[config.mk]
export PLATFORM = sky130hd
export DESIGN_NAME = sls_supervisor
export DESIGN_NICKNAME = d
export VERILOG_FILES = /design/src/design/sls_pkg.sv /design/src/design/sls_gap_timer.sv /design/src/design/sls_supervisor.sv
export VERILOG_INCLUDE_DIRS = /design/src /design/src/design
export SDC_FILE = /design/constraint.sdc
export NUM_CORES = 1
export LEC_CHECK = 0
export BUFFER_PORTS_ARGS = -buffer_cell sky130_fd_sc_hd__clkbuf_2
export CORE_MARGIN = 3
export CORE_UTILIZATION = 59
export CTS_BUF_LIST = sky130_fd_sc_hd__clkbuf_16
export DETAILED_ROUTE_END_ITERATION = 6
export PLACE_DENSITY_LB_ADDON = 0.12
export SYNTH_ARGS = -nofsm -noshare
export SYNTH_HDL_FRONTEND = slang
export SYNTH_SLANG_ARGS = --single-unit
[constraint.sdc]
create_clock -name clk_in -period 5.1 [get_ports clk_in]
set_clock_uncertainty 0.1 [all_clocks]
set_input_delay 0.255 -clock clk_in [delete_from_list [all_inputs] [get_ports clk_in]]
set_output_delay 0.255 -clock clk_in [all_outputs]
set_load 0.05 [all_outputs]
[src/design/sls_cfg.svh]
`ifndef SLS_CFG_SVH
`define SLS_CFG_SVH

// clock and timing
`define SLS_CLK_HZ 50000000
`define SLS_CLK_PERIOD_NS 20
`define SLS_GAP_LIMIT_MS 2000
`define SLS_NS_PER_MS 1000000
`define SLS_GAP_CYCLES (`SLS_GAP_LIMIT_MS * (`SLS_NS_PER_MS / `SLS_CLK_PERIOD_NS))

// link rates in bits per second
`define SLS_RATE_CODE0_BPS 2400
`define SLS_RATE_CODE1_BPS 4800
`define SLS_RATE_CODE2_BPS 9600

// character framing
`define SLS_DATA_BITS 8
`define SLS_STOP_BITS 1

// setting codes and defaults
`define SLS_PARITY_NONE 2'h0
`define SLS_PARITY_EVEN 2'h1
`define SLS_PARITY_ODD 2'h2
`define SLS_RATE_DEFAULT 2'h2
`define SLS_ADDR_DEFAULT 5'h01
`define SLS_GAP_EN_DEFAULT 1'h1
`define SLS_RESP_DEFAULT 2'h1
`define SLS_OPLOSS_DEFAULT 1'h0

`endif

[src/design/sls_pkg.sv]
package sls_pkg;

  typedef enum logic [2:0] {
    SLS_SUP_OFF   = 3'h1,
    SLS_SUP_WATCH = 3'h2,
    SLS_SUP_ERR   = 3'h4
  } sls_sup_t;

  typedef enum logic [1:0] {
    SLS_RESP_RAMP1    = 2'h0,
    SLS_RESP_COAST    = 2'h1,
    SLS_RESP_RAMP2    = 2'h2,
    SLS_RESP_CONTINUE = 2'h3
  } sls_resp_t;

endpackage

[src/design/sls_gap_timer.sv]
`timescale 1ns/1ns
module sls_gap_timer #(
  parameter int unsigned LIMIT = 100000000
) (
  // clock and reset
  input wire logic clk_in,
  input wire logic rstn_in,
  // control
  input wire logic run_in,
  input wire logic restart_in,
  // status
  output logic expired_out
);

  localparam logic [31:0] LIMIT_W = 32'(LIMIT);
  localparam logic [31:0] SAT_W = 32'(LIMIT) + 32'h0000_0001;

  logic [31:0] cnt_r;

  // restart and saturating count
  always_ff @(posedge clk_in or negedge rstn_in) begin
    if (!rstn_in) begin
      cnt_r <= 32'h0000_0000;
    end else if (restart_in || !run_in) begin
      cnt_r <= 32'h0000_0000;
    end else if (cnt_r != SAT_W) begin
      cnt_r <= cnt_r + 32'h0000_0001;
    end
  end

  // interval strictly longer than the limit
  assign expired_out = (cnt_r > LIMIT_W);
endmodule

[src/design/sls_supervisor.sv]
// Operation
// - parity code 0 none, 1 even, 2 odd.
// - address, rate and parity captured only at power-up.
// - gap supervision on by default; flag error past 2.0 s gap. (No default here: it follows msg_gap_supervise_enable_in only.)
// - error response: ramp decel1, coast, ramp decel2 with fault; code 3 alarm.
// - operator loss code 1 trips immediately while running.
// - operator loss code 0 defers fault until drive stopped.
// - rate code 0 2400, 1 4800, 2 9600; both ends match.
// - eight data bits, optional parity, one stop bit on both ends.
// - station address 0 to 31, distinct per line.
`timescale 1ns/1ns
`include "sls_cfg.svh"
module sls_supervisor #(
  parameter int unsigned GAP_CYCLES = `SLS_GAP_CYCLES
) (
  // clock and reset
  input wire logic clk_in,
  input wire logic rstn_in,
  // settings
  input wire logic [1:0] parity_select_in,
  input wire logic [1:0] link_rate_select_in,
  input wire logic [4:0] station_address_in,
  input wire logic msg_gap_supervise_enable_in,
  input wire logic [1:0] comm_error_response_in,
  input wire logic operator_loss_detect_in,
  // receiver events
  input wire logic msg_valid_in,
  input wire logic msg_error_in,
  input wire logic [4:0] msg_addr_in,
  // drive state
  input wire logic motor_running_in,
  input wire logic fault_reset_in,
  input wire logic operator_present_in,
  // active link framing
  output logic parity_enable_out,
  output logic parity_odd_out,
  output logic [15:0] bit_cycles_out,
  output logic [4:0] station_address_out,
  output logic [3:0] data_bits_out,
  output logic [1:0] stop_bits_out,
  // supervision status
  output logic comm_error_out,
  output logic comm_fault_out,
  output logic comm_alarm_out,
  output logic [1:0] comm_stop_mode_out,
  output logic operator_fault_out
);

  function automatic logic [15:0] rate_div(input logic [1:0] code);
    case (code)
      2'h0: rate_div = 16'(`SLS_CLK_HZ / `SLS_RATE_CODE0_BPS);
      2'h1: rate_div = 16'(`SLS_CLK_HZ / `SLS_RATE_CODE1_BPS);
      default: rate_div = 16'(`SLS_CLK_HZ / `SLS_RATE_CODE2_BPS);
    endcase
  endfunction

  logic [1:0] rst_sync_r;
  logic rstn;
  logic cap_done_r;
  logic [1:0] parity_r;
  logic [1:0] rate_r;
  logic [2:0] op_sync_r;
  logic op_lost_evt;
  logic op_pend_r;
  logic good_msg;
  logic expired;
  sls_pkg::sls_sup_t sup_r;
  sls_pkg::sls_sup_t sup_nxt;
  logic comm_err_rise;
  logic clr_ok;

  // reset release
  always_ff @(posedge clk_in or negedge rstn_in) begin
    if (!rstn_in) begin
      rst_sync_r <= 2'h0;
    end else begin
      rst_sync_r <= {rst_sync_r[0], 1'h1};
    end
  end
  assign rstn = rst_sync_r[1];

  always_ff @(posedge clk_in or negedge rstn) begin
    if (!rstn) begin
      cap_done_r <= 1'h0;
      parity_r <= `SLS_PARITY_NONE;
      rate_r <= `SLS_RATE_DEFAULT;
      station_address_out <= `SLS_ADDR_DEFAULT;
      bit_cycles_out <= 16'(`SLS_CLK_HZ / `SLS_RATE_CODE2_BPS);
    end else if (!cap_done_r) begin
      cap_done_r <= 1'h1;
      parity_r <= parity_select_in;
      rate_r <= link_rate_select_in;
      station_address_out <= station_address_in;
      bit_cycles_out <= rate_div(link_rate_select_in);
    end
  end

  // parity code decode, code 3 taken as none
  assign parity_enable_out = (parity_r == `SLS_PARITY_EVEN) || (parity_r == `SLS_PARITY_ODD);
  assign parity_odd_out = (parity_r == `SLS_PARITY_ODD);
  assign data_bits_out = 4'(`SLS_DATA_BITS);
  assign stop_bits_out = 2'(`SLS_STOP_BITS);

  assign good_msg = msg_valid_in && !msg_error_in && (msg_addr_in == station_address_out) && cap_done_r;

  sls_gap_timer #(
    .LIMIT(GAP_CYCLES)
  ) u_gap (
    .clk_in(clk_in),
    .rstn_in(rstn),
    .run_in(sup_r == sls_pkg::SLS_SUP_WATCH),
    .restart_in(good_msg),
    .expired_out(expired)
  );

  always_comb begin
    sup_nxt = sup_r;
    case (sup_r)
      sls_pkg::SLS_SUP_OFF: begin
        if (msg_gap_supervise_enable_in && cap_done_r) begin
          sup_nxt = sls_pkg::SLS_SUP_WATCH;
        end
      end
      sls_pkg::SLS_SUP_WATCH: begin
        if (!msg_gap_supervise_enable_in) begin
          sup_nxt = sls_pkg::SLS_SUP_OFF;
        end else if (expired && !good_msg) begin
          sup_nxt = sls_pkg::SLS_SUP_ERR;
        end
      end
      sls_pkg::SLS_SUP_ERR: begin
        if (!msg_gap_supervise_enable_in) begin
          sup_nxt = sls_pkg::SLS_SUP_OFF;
        end else if (good_msg) begin
          sup_nxt = sls_pkg::SLS_SUP_WATCH;
        end
      end
      default: sup_nxt = sls_pkg::SLS_SUP_OFF;
    endcase
  end

  always_ff @(posedge clk_in or negedge rstn) begin
    if (!rstn) begin
      sup_r <= sls_pkg::SLS_SUP_OFF;
    end else begin
      sup_r <= sup_nxt;
    end
  end

  assign comm_error_out = (sup_r == sls_pkg::SLS_SUP_ERR);
  assign comm_err_rise = (sup_nxt == sls_pkg::SLS_SUP_ERR) && (sup_r != sls_pkg::SLS_SUP_ERR);
  assign clr_ok = fault_reset_in && !motor_running_in;

  // response latched at the error, fault sticky, set beats reset
  always_ff @(posedge clk_in or negedge rstn) begin
    if (!rstn) begin
      comm_fault_out <= 1'h0;
      comm_stop_mode_out <= `SLS_RESP_DEFAULT;
    end else if (comm_err_rise && comm_error_response_in != sls_pkg::SLS_RESP_CONTINUE) begin
      comm_fault_out <= 1'h1;
      comm_stop_mode_out <= comm_error_response_in;
    end else if (clr_ok) begin
      comm_fault_out <= 1'h0;
    end
  end

  // continue mode raises an alarm only
  always_ff @(posedge clk_in or negedge rstn) begin
    if (!rstn) begin
      comm_alarm_out <= 1'h0;
    end else begin
      comm_alarm_out <= (sup_nxt == sls_pkg::SLS_SUP_ERR) &&
                        (comm_error_response_in == sls_pkg::SLS_RESP_CONTINUE) && !comm_fault_out;
    end
  end

  // keypad presence synchroniser and loss edge
  always_ff @(posedge clk_in or negedge rstn) begin
    if (!rstn) begin
      op_sync_r <= 3'h7;
    end else begin
      op_sync_r <= {op_sync_r[1:0], operator_present_in};
    end
  end
  assign op_lost_evt = op_sync_r[2] && !op_sync_r[1];

  always_ff @(posedge clk_in or negedge rstn) begin
    if (!rstn) begin
      op_pend_r <= 1'h0;
    end else if (op_lost_evt) begin
      op_pend_r <= 1'h1;
    end else if (operator_fault_out) begin
      op_pend_r <= 1'h0;
    end
  end

  always_ff @(posedge clk_in or negedge rstn) begin
    if (!rstn) begin
      operator_fault_out <= 1'h0;
    end else if ((op_lost_evt || op_pend_r) && (operator_loss_detect_in || !motor_running_in)) begin
      operator_fault_out <= 1'h1;
    end else if (clr_ok) begin
      operator_fault_out <= 1'h0;
    end
  end
endmodule

==> results_dict.tcl, run 1 <==
set metrics [dict create \
    grt_pass1_vias 2119 \
    die_w_um 77.2 \
    nets 366 \
    r2r_end "u_gap.cnt_r[31]" \
    coreArea_mm2 0.00482 \
    hpwl_um 3770 \
    drv_slew 0 \
    slew-limit-headroom_pct 62.1 \
    min_path_cells 2 \
    syn_inst 287 \
    ctsHtreeMaxLevel 3 \
    boundaryPins 60 \
    yosys.area.top_type "dfrtp_1" \
    cts_made_buffers 9 \
    holdCritStartpoint "link_rate_select_in[0]" \
    fin_crit_sh_pct 42.3 \
    min_period_ns 2.15 \
    vias 2137 \
    drive_gt1_share_pct 26.3 \
    async_flop_share_pct 100 \
    cp_max_fo 7 \
    drc 0 \
    synth_area_mm2 0.00299 \
    synth.distinct_cells 45 \
    port_buffers 49 \
    routed_wl_um 5510 \
    cp-start-kind "register" \
    ys_ff_latch 60 \
    maxCapViolCount 0 \
    syn_area_per_cell_um2 10.4 \
    arrival_ns 2.25 \
    cts-root-buf "clkbuf_16" \
    gr-usage-all-layers_pct 20.2 \
    fillCellCount 364 \
    grt_pass1_wl_um 9590 \
    clock_latency_ns 0.32 \
    hold_class "input port to register" \
    r2r_start "u_gap.cnt_r[2]" \
    ff2ff_path_depth 6 \
    postCtsSetupBuffers 0 \
    yosysMostFrequentCell "dfrtp_1" \
    routabilityCongestion 0.772 \
    critPathKind "register to register" \
    drt-pass1-iter-count 4 \
    status "completed" \
    antenna_found_initial 0 \
    setup_viol 0 \
    diodes 0 \
    worst_pin_slew_ns 0.568 \
    fmax_mhz 464 \
    finalHoldViolations 0 \
    ant_nets 0 \
    gr-total-overflow 0 \
    ys_top_cells_by_count "dfrtp_1 (51), nor2_1 (37), buf_4 (18), xor2_1 (18), xnor2_1 (15)" \
    synth_edf_count 0 \
    setup.worst_path.start "u_gap.cnt_r[2]" \
    end_kind "register" \
    synth_area_leaders "dfrtp_1 (43%), dfstp_2 (7.9%), xor2_1 (5.3%), nor2_1 (4.6%), buf_4 (4.5%)" \
    cts.path.max_buffers 2 \
    peakVddDrop_mv 0.200 \
    syn_to_final_growth_pct 16.7 \
    drt_iter0_drc 136 \
    cts_tree "yes" \
    hold_ws_ns 0.0131 \
    rows 25 \
    holdPathEnd "bit_cycles_out[12]" \
    synth_top_area_share_pct 42.7 \
    r2r_setup_slack_ns 2.95 \
    clock_sink_count 60 \
    path_clk_slew_ns 0.05 \
    initial_core_util_pct 62.1 \
    rsz0062_at_grt "no" \
    power_leakage_nw 1.61 \
    ys_seq_area_share_pct 50.6 \
    wl_per_cell_um 13.5 \
    crit_required_ns 5.19 \
    die_y_um 77.2 \
    grt_start_max_net_pins 35 \
    die_area_mm2 0.00596 \
    synth_top_flop_cell "dfrtp_1" \
    yosys_warnings 0 \
    power_density_mw_per_mm2 333 \
    setup_tns_ns 0 \
    via_per_inst 5.22 \
]
==> logic make-up (layout without fill, tap and decap cells) <==
logic type | Yosys count | in the layout | synth area share [%]
other cells | 2 | 12 | 0.251
simple gates | 116 | 116 | 21.2
buf+inv | 34 | 79 | 6.57
mux | 9 | 9 | 3.35
compound gates | 29 | 29 | 6.70
xor+xnor | 33 | 33 | 9.67
fa+ha+maj | 4 | 4 | 1.67
flops | 60 | 60 | 50.6
==> cell usage in the layout, fill, tap and decap left out, types with 6 or more instances in the layout <==
cell type  synthesis  layout
and3_1             9       9
dfrtp_1           51      50
inv_1             10      13
xor2_1            18      18
clkbuf_2           0      49
nor2_1            37      37
nand2_1           14      14
nand4_1            6       6
xnor2_1           15      15
clkbuf_16          0       9
dfstp_2            9       9
nor3_1             8       8
a21oi_1            7       7
mux2_2             8       8
and4_1             7       7
conb_1             2      12
nand3_1           14      14
==> worst max-delay path by stage <==
stage	endpoint	slack, ns	depth (start not counted)
global placement	u_gap.cnt_r[31]	3.02	6
detailed placement	u_gap.cnt_r[31]	2.98	6
finish	u_gap.cnt_r[31]	2.95	6
CTS	u_gap.cnt_r[31]	2.94	6
floorplan	u_gap.cnt_r[0]	3.06	6
global route	u_gap.cnt_r[26]	2.78	5
==> cell type report <==
type                            count  area (um2)  area share, %
Sequential cell                    60        1510           43.4
Multi-Input combinational cell    203        1320           37.8
Timing Repair Buffer               53         280           8.04
Clock buffer                        9         225           6.46
Tap cell                           67        83.8           2.40
Inverter                           10        37.5           1.08
Clock inverter                      7        28.8          0.825
==> per-stage QoR <==
| step | instance area [um2] | std cells | setup WS, ns | utilization, % | total power [mW] |
|---|---|---|---|---|---|
| 6_report | 3490 | 409 | 2.95 | 72.4 | 1.16 |
| 3_5_place_dp | 3210 | 391 | 2.98 | 66.7 | 0.662 |
| 2_1_floorplan | 3030 | 297 | 3.06 | - | 0.639 |
| 5_1_grt | 3490 | 409 | 2.78 | 72.4 | 1.21 |
| 3_3_place_gp | 3210 | 391 | 3.02 | 66.7 | 0.660 |
| 4_1_cts | 3490 | 409 | 2.94 | 72.4 | 1.17 |
==> layer usage <==
layer | share of wire [%] | global-route usage, %
met5 | 0 | 0
met4 | 1.8 | 9.61
met3 | 3.6 | 3.52
met2 | 48 | 32.8
met1 | 47 | 26.4
==> where the power goes <==
part           total (mW)  switching (mW)  internal, mW
Combinational       0.141           0.104        0.0374
Clock               0.506           0.190         0.317
Sequential          0.514          0.0165         0.497
Total                1.16           0.310         0.851
==> sequential cells by signal (all words and copies together), names as in the netlist <==
| signal | count |
|---|---|
| comm_alarm_out | 1 |
| cap_done_r | 1 |
| parity_r | 2 |
| sup_r | 3 |
| comm_fault_out | 1 |
| station_address_out | 5 |
| rst_sync_r | 2 |
| u_gap.cnt_r | 32 |
| operator_fault_out | 1 |
| op_pend_r | 1 |
| op_sync_r | 3 |
| bit_cycles_out | 6 |
| comm_stop_mode_out | 2 |
==> repair_timing <==
action,CTS,global route
hold buffers,2,0
hold endpoints to repair,3,0
gates resized for setup,0,0
==> critical path: stages, from the launching register on <==
cell and delay [ns]:
dfrtp_1 0.44, and4_1 0.25, and4_1 0.41, nand3_4 0.12, or4_4 0.49, xor2_1 0.19
nor2_2 0.04
No activity file was read; power rests on OpenSTA's default activity.
==> inputs of run 2 (changes only) <==
CORE_UTILIZATION = 55   (was 59)
clock period = 2.3 ns   (was 5.1 ns; I/O delays follow)
==> results_dict.tcl, run 2 (synthesized netlist as in run 1, its figures left out) <==
set metrics [dict create \
    status "completed" \
    syn_to_final_growth_pct 24.4 \
    drc 0 \
    ctsHtreeMaxLevel 3 \
    grt_pass1_vias 2142 \
    postCtsSetupBuffers 0 \
    cts_tree "yes" \
    met2_usage_pct 30.6 \
    hpwl_um 3830 \
    peakVddDrop_mv 0.472 \
    cp_max_fo 6 \
    holdBufCountCts 14 \
    vias 2164 \
    power_mw 2.86 \
    end_kind "register" \
    cp_cell_sequence "or3b_1 -> nor4_4 -> a221o_1 -> nand2_1 -> nor3_1 -> o21ba_2" \
    wl_per_cell_um 13.4 \
    power_leakage_nw 1.71 \
    cts-resized-gates 0 \
    maxCapViolCount 0 \
    met3_usage_pct 4.97 \
    boundaryPins 60 \
    drt-pass1-iter-count 4 \
    rows 26 \
    arrival_ns 2.17 \
    drt_iter0_drc 65 \
    via_per_inst 5.06 \
    ant_nets 0 \
    setup_viol 0 \
    routabilityCongestion 0.836 \
    routed_wl_um 5740 \
    cts-root-buf "clkbuf_16" \
    fillCellCount 355 \
    gr-total-overflow 0 \
    clock_sink_count 60 \
    r2r_start "u_gap.cnt_r[17]" \
    slowest_delay_ns 0.44 \
    hold_class "input port to asynchronous set/reset pin" \
    die_w_um 79.7 \
    cp-start-kind "register" \
    top_usage_layer "met2" \
    critPathKind "register to register" \
    cp_slowest_cell "dfrtp_1" \
    critPathBufInv 0 \
    path_clk_slew_ns 0.05 \
    r2r_setup_slack_ns 0.24 \
    final_common_cell "dfrtp_1" \
    setup_tns_ns 0 \
    clock_latency_ns 0.32 \
    die_y_um 79.7 \
    top_register "u_gap.cnt_r" \
    antenna_found_initial 0 \
    largest_register_ffs 32 \
    die_area_mm2 0.00636 \
    rsz0062_at_grt "no" \
    finalHoldViolations 0 \
    ff2ff_path_depth 6 \
    fin_crit_sh_pct 89.6 \
    grt_start_max_net_pins 33 \
    port_buffers 49 \
    top_regs "u_gap.cnt_r (32), bit_cycles_out (6), station_address_out (5)" \
    fmax_mhz 485 \
    power_density_mw_per_mm2 769 \
    crit_required_ns 2.41 \
    grt_pass1_wl_um 9560 \
    drv_slew 0 \
    coreArea_mm2 0.00517 \
    cts_made_buffers 9 \
    nets 382 \
    layout_common_cells "dfrtp_1 (50), clkbuf_2 (49), nor2_1 (37)" \
    diodes 0 \
    met1_usage_pct 25.6 \
    initial_core_util_pct 57.8 \
    cts.path.max_buffers 2 \
    fin_cells 428 \
    worst_pin_slew_ns 0.601 \
    cp_top_family "simple AND/OR/NAND/NOR gates" \
    dp.cells 398 \
    gr-usage-all-layers_pct 19.6 \
    r2r_end "comm_stop_mode_out[1]" \
    min_period_ns 2.06 \
    slew-limit-headroom_pct 60.0 \
    drive_gt1_share_pct 27.1 \
    hold_ws_ns 0.0150 \
]
run 2: cell types whose count changed in the layout (fill, tap and decap cells not counted), sizes merged:
| cell | before | now |
|---|---|---|
| bufinv | 0 | 2 |
| dlygate4sd3 | 2 | 14 |
| buf | 2 | 6 |
| inv | 13 | 11 |
run 2: where the power goes:
part / internal (mW) / switching, mW / total, mW
Combinational: 0.101 / 0.241 / 0.342
Sequential: 1.10 / 0.0340 / 1.14
Clock: 0.933 / 0.448 / 1.38
Total: 2.14 / 0.723 / 2.86
run 2: area by class of cell:
| cell class | count | area (um2) | area share, % |
|---|---|---|---|
| well taps | 70 | 87.6 | 2.35 |
| inverters | 10 | 37.5 | 1.01 |
| clock inverters | 7 | 82.6 | 2.22 |
| flip-flops and latches | 60 | 1510 | 40.7 |
| repair buffers | 69 | 455 | 12.2 |
| multi-input cells | 203 | 1320 | 35.4 |
| clock buffers | 9 | 225 | 6.05 |
run 2: worst max path at each step:
stage	slack, ns	from	end	cells past startpoint
after floorplan	0.26	station_address_out[2]	u_gap.cnt_r[0]	6
after global placement	0.29	u_gap.cnt_r[17]	comm_stop_mode_out[1]	6
after detailed placement	0.25	u_gap.cnt_r[17]	comm_stop_mode_out[1]	6
after CTS	0.24	u_gap.cnt_r[17]	comm_stop_mode_out[1]	6
after global routing	0.14	u_gap.cnt_r[7]	u_gap.cnt_r[30]	6
final	0.24	u_gap.cnt_r[17]	comm_stop_mode_out[1]	6
run 2: routing by layer:
metal	part of all wire, %	routed length, um
met1	46	2660
met2	48	2770
met3	3.7	215
met4	1.5	85
met5	0	0
run 2: worst reg2reg max path, cell delays in order (launching register included):
cell and delay, ns:
dfrtp_1 0.44, or3b_1 0.41, nor4_4 0.31, a221o_1 0.20
nand2_1 0.11, nor3_1 0.20, o21ba_2 0.19
run 2: through the flow:
step | worst slack, ns | instance area, um2 | utilization (%)
global placement | 0.294 | 3270 | 63.3
floorplan | 0.265 | 3030 | -
finish | 0.238 | 3720 | 71.9
detailed placement | 0.248 | 3270 | 63.3
global route | 0.140 | 3720 | 71.9
CTS | 0.240 | 3720 | 71.9
==> inputs of run 3 (changes only) <==
RECOVER_POWER = 50   (was not set)
==> results_dict.tcl, run 3 (synthesized netlist as in run 1, its figures left out) <==
set metrics [dict create \
    nets 382 \
    die_area_mm2 0.00636 \
    port_buffers 49 \
    coreArea_mm2 0.00517 \
    top_regs "u_gap.cnt_r (32), bit_cycles_out (6), station_address_out (5)" \
    final_cell_area_mm2 0.00370 \
    ant_nets 0 \
    gr-usage-all-layers_pct 19.6 \
    finalHoldViolations 0 \
    peakVddDrop_mv 0.472 \
    antenna_found_initial 0 \
    drc 0 \
    clock_latency_ns 0.32 \
    cp_slowest_cell "dfrtp_1" \
    power_density_mw_per_mm2 772 \
    clock_sink_count 60 \
    fin_crit_sh_pct 89.4 \
    maxCapViolCount 0 \
    hpwl_um 3830 \
    cp_top_family "simple AND/OR/NAND/NOR gates" \
    boundaryPins 60 \
    cts_made_buffers 9 \
    die_y_um 79.7 \
    rows 26 \
    end_kind "register" \
    met3_usage_pct 4.97 \
    power_leakage_nw 1.69 \
    grt_start_max_net_pins 33 \
    cp_max_fo 6 \
    largest_register_ffs 32 \
    routed_wl_um 5710 \
    cts-root-buf "clkbuf_16" \
    top_register "u_gap.cnt_r" \
    routabilityCongestion 0.836 \
    met1_usage_pct 25.6 \
    path_clk_slew_ns 0.05 \
    met2_usage_pct 30.6 \
    slew-limit-headroom_pct 30.0 \
    via_per_inst 5.07 \
    cp_cell_sequence "or3b_1 -> nor4_4 -> a221o_1 -> nand2_1 -> nor3_1 -> o21ba_2" \
    drt_iter0_drc 89 \
    diodes 0 \
    cts-resized-gates 0 \
    min_period_ns 2.06 \
    vias 2168 \
    cts.path.max_buffers 2 \
    gr-total-overflow 0 \
    grt_pass1_wl_um 9560 \
    status "completed" \
    drv_slew 0 \
    layout_common_cells "dfrtp_1 (51), clkbuf_2 (47), nor2_1 (37)" \
    cts_tree "yes" \
    syn_to_final_growth_pct 23.6 \
    die_w_um 79.7 \
    critPathKind "register to register" \
    crit_required_ns 2.41 \
    rsz0062_at_grt "no" \
    ctsHtreeMaxLevel 3 \
    fmax_mhz 486 \
    hold_class "input port to asynchronous set/reset pin" \
    wl_per_cell_um 13.3 \
    setup_viol 0 \
    placed_area_mm2 0.00327 \
    slowest_delay_ns 0.43 \
    final_common_cell "dfrtp_1" \
    top_usage_layer "met2" \
    grt_pass1_vias 2142 \
    setup_tns_ns 0 \
    drt-pass1-iter-count 4 \
    fillCellCount 363 \
    arrival_ns 2.17 \
    cp-start-kind "register" \
    initial_core_util_pct 57.8 \
    worst_pin_slew_ns 1.05 \
    critPathBufInv 0 \
    drive_gt1_share_pct 25.7 \
]
-- run 3: cell count changes in the layout (fill, tap and decap cells not counted), sizes merged --
cell | previous run | this run
buf | 6 | 4
clkbuf | 58 | 60
-- run 3: metal layers --
layer  up-vias  routed length, um
li1       1089                  -
met5         -                  0
met2        41               2740
met3        11                244
met4         0                 85
met1      1027               2640
-- run 3: worst paths after layout --
path,from,to,slack [ns],cells past startpoint
min,rstn_in,rst_sync_r[1],0.01,2
max reg2reg,u_gap.cnt_r[17],comm_stop_mode_out[1],0.24,6
min in group clk_in,operator_loss_detect_in,operator_fault_out,0.03,3
min reg2reg,rst_sync_r[0],rst_sync_r[1],0.25,0
max,u_gap.cnt_r[17],comm_stop_mode_out[1],0.24,6
max in group asynchronous,rst_sync_r[1],u_gap.cnt_r[19],0.43,1
-- run 3: timing repair --
item	in CTS	in global routing
hold buffers	14	0
hold endpoints to repair	16	0
buffers inserted	0	0
-- run 3: report_power, final --
group          switching [mW]  internal, mW  leakage [nW]  total (mW)
Clock                   0.446         0.933         0.158        1.38
Sequential             0.0337          1.10         0.776        1.14
Combinational           0.241        0.0964         0.756       0.337
Total                   0.720          2.13          1.69        2.85
-- run 3: metrics by stage --
step                util (%)  instances  power, mW  hold slack, ns  setup slack [ns]
detailed placement      63.3        398       1.48          -0.196             0.248
finish                  71.5        428       2.85          0.0126             0.243
floorplan                  -        297       1.42          -0.281             0.265
global placement        63.3        398       1.47          -0.198             0.294
global route            71.5        428       2.94          0.0148            0.0773
CTS                     71.9        428       2.88         0.00711             0.240
-- run 3: area by class of cell --
| type | count | area [um2] | share of cell area, % |
|---|---|---|---|
| clock inverter | 7 | 82.6 | 2.23 |
| tap | 70 | 87.6 | 2.37 |
| multi-input combinational | 203 | 1320 | 35.6 |
| inverter | 10 | 37.5 | 1.02 |
| clock buffer | 9 | 225 | 6.09 |
| timing repair buffer | 69 | 433 | 11.7 |
| sequential | 60 | 1510 | 40.9 |
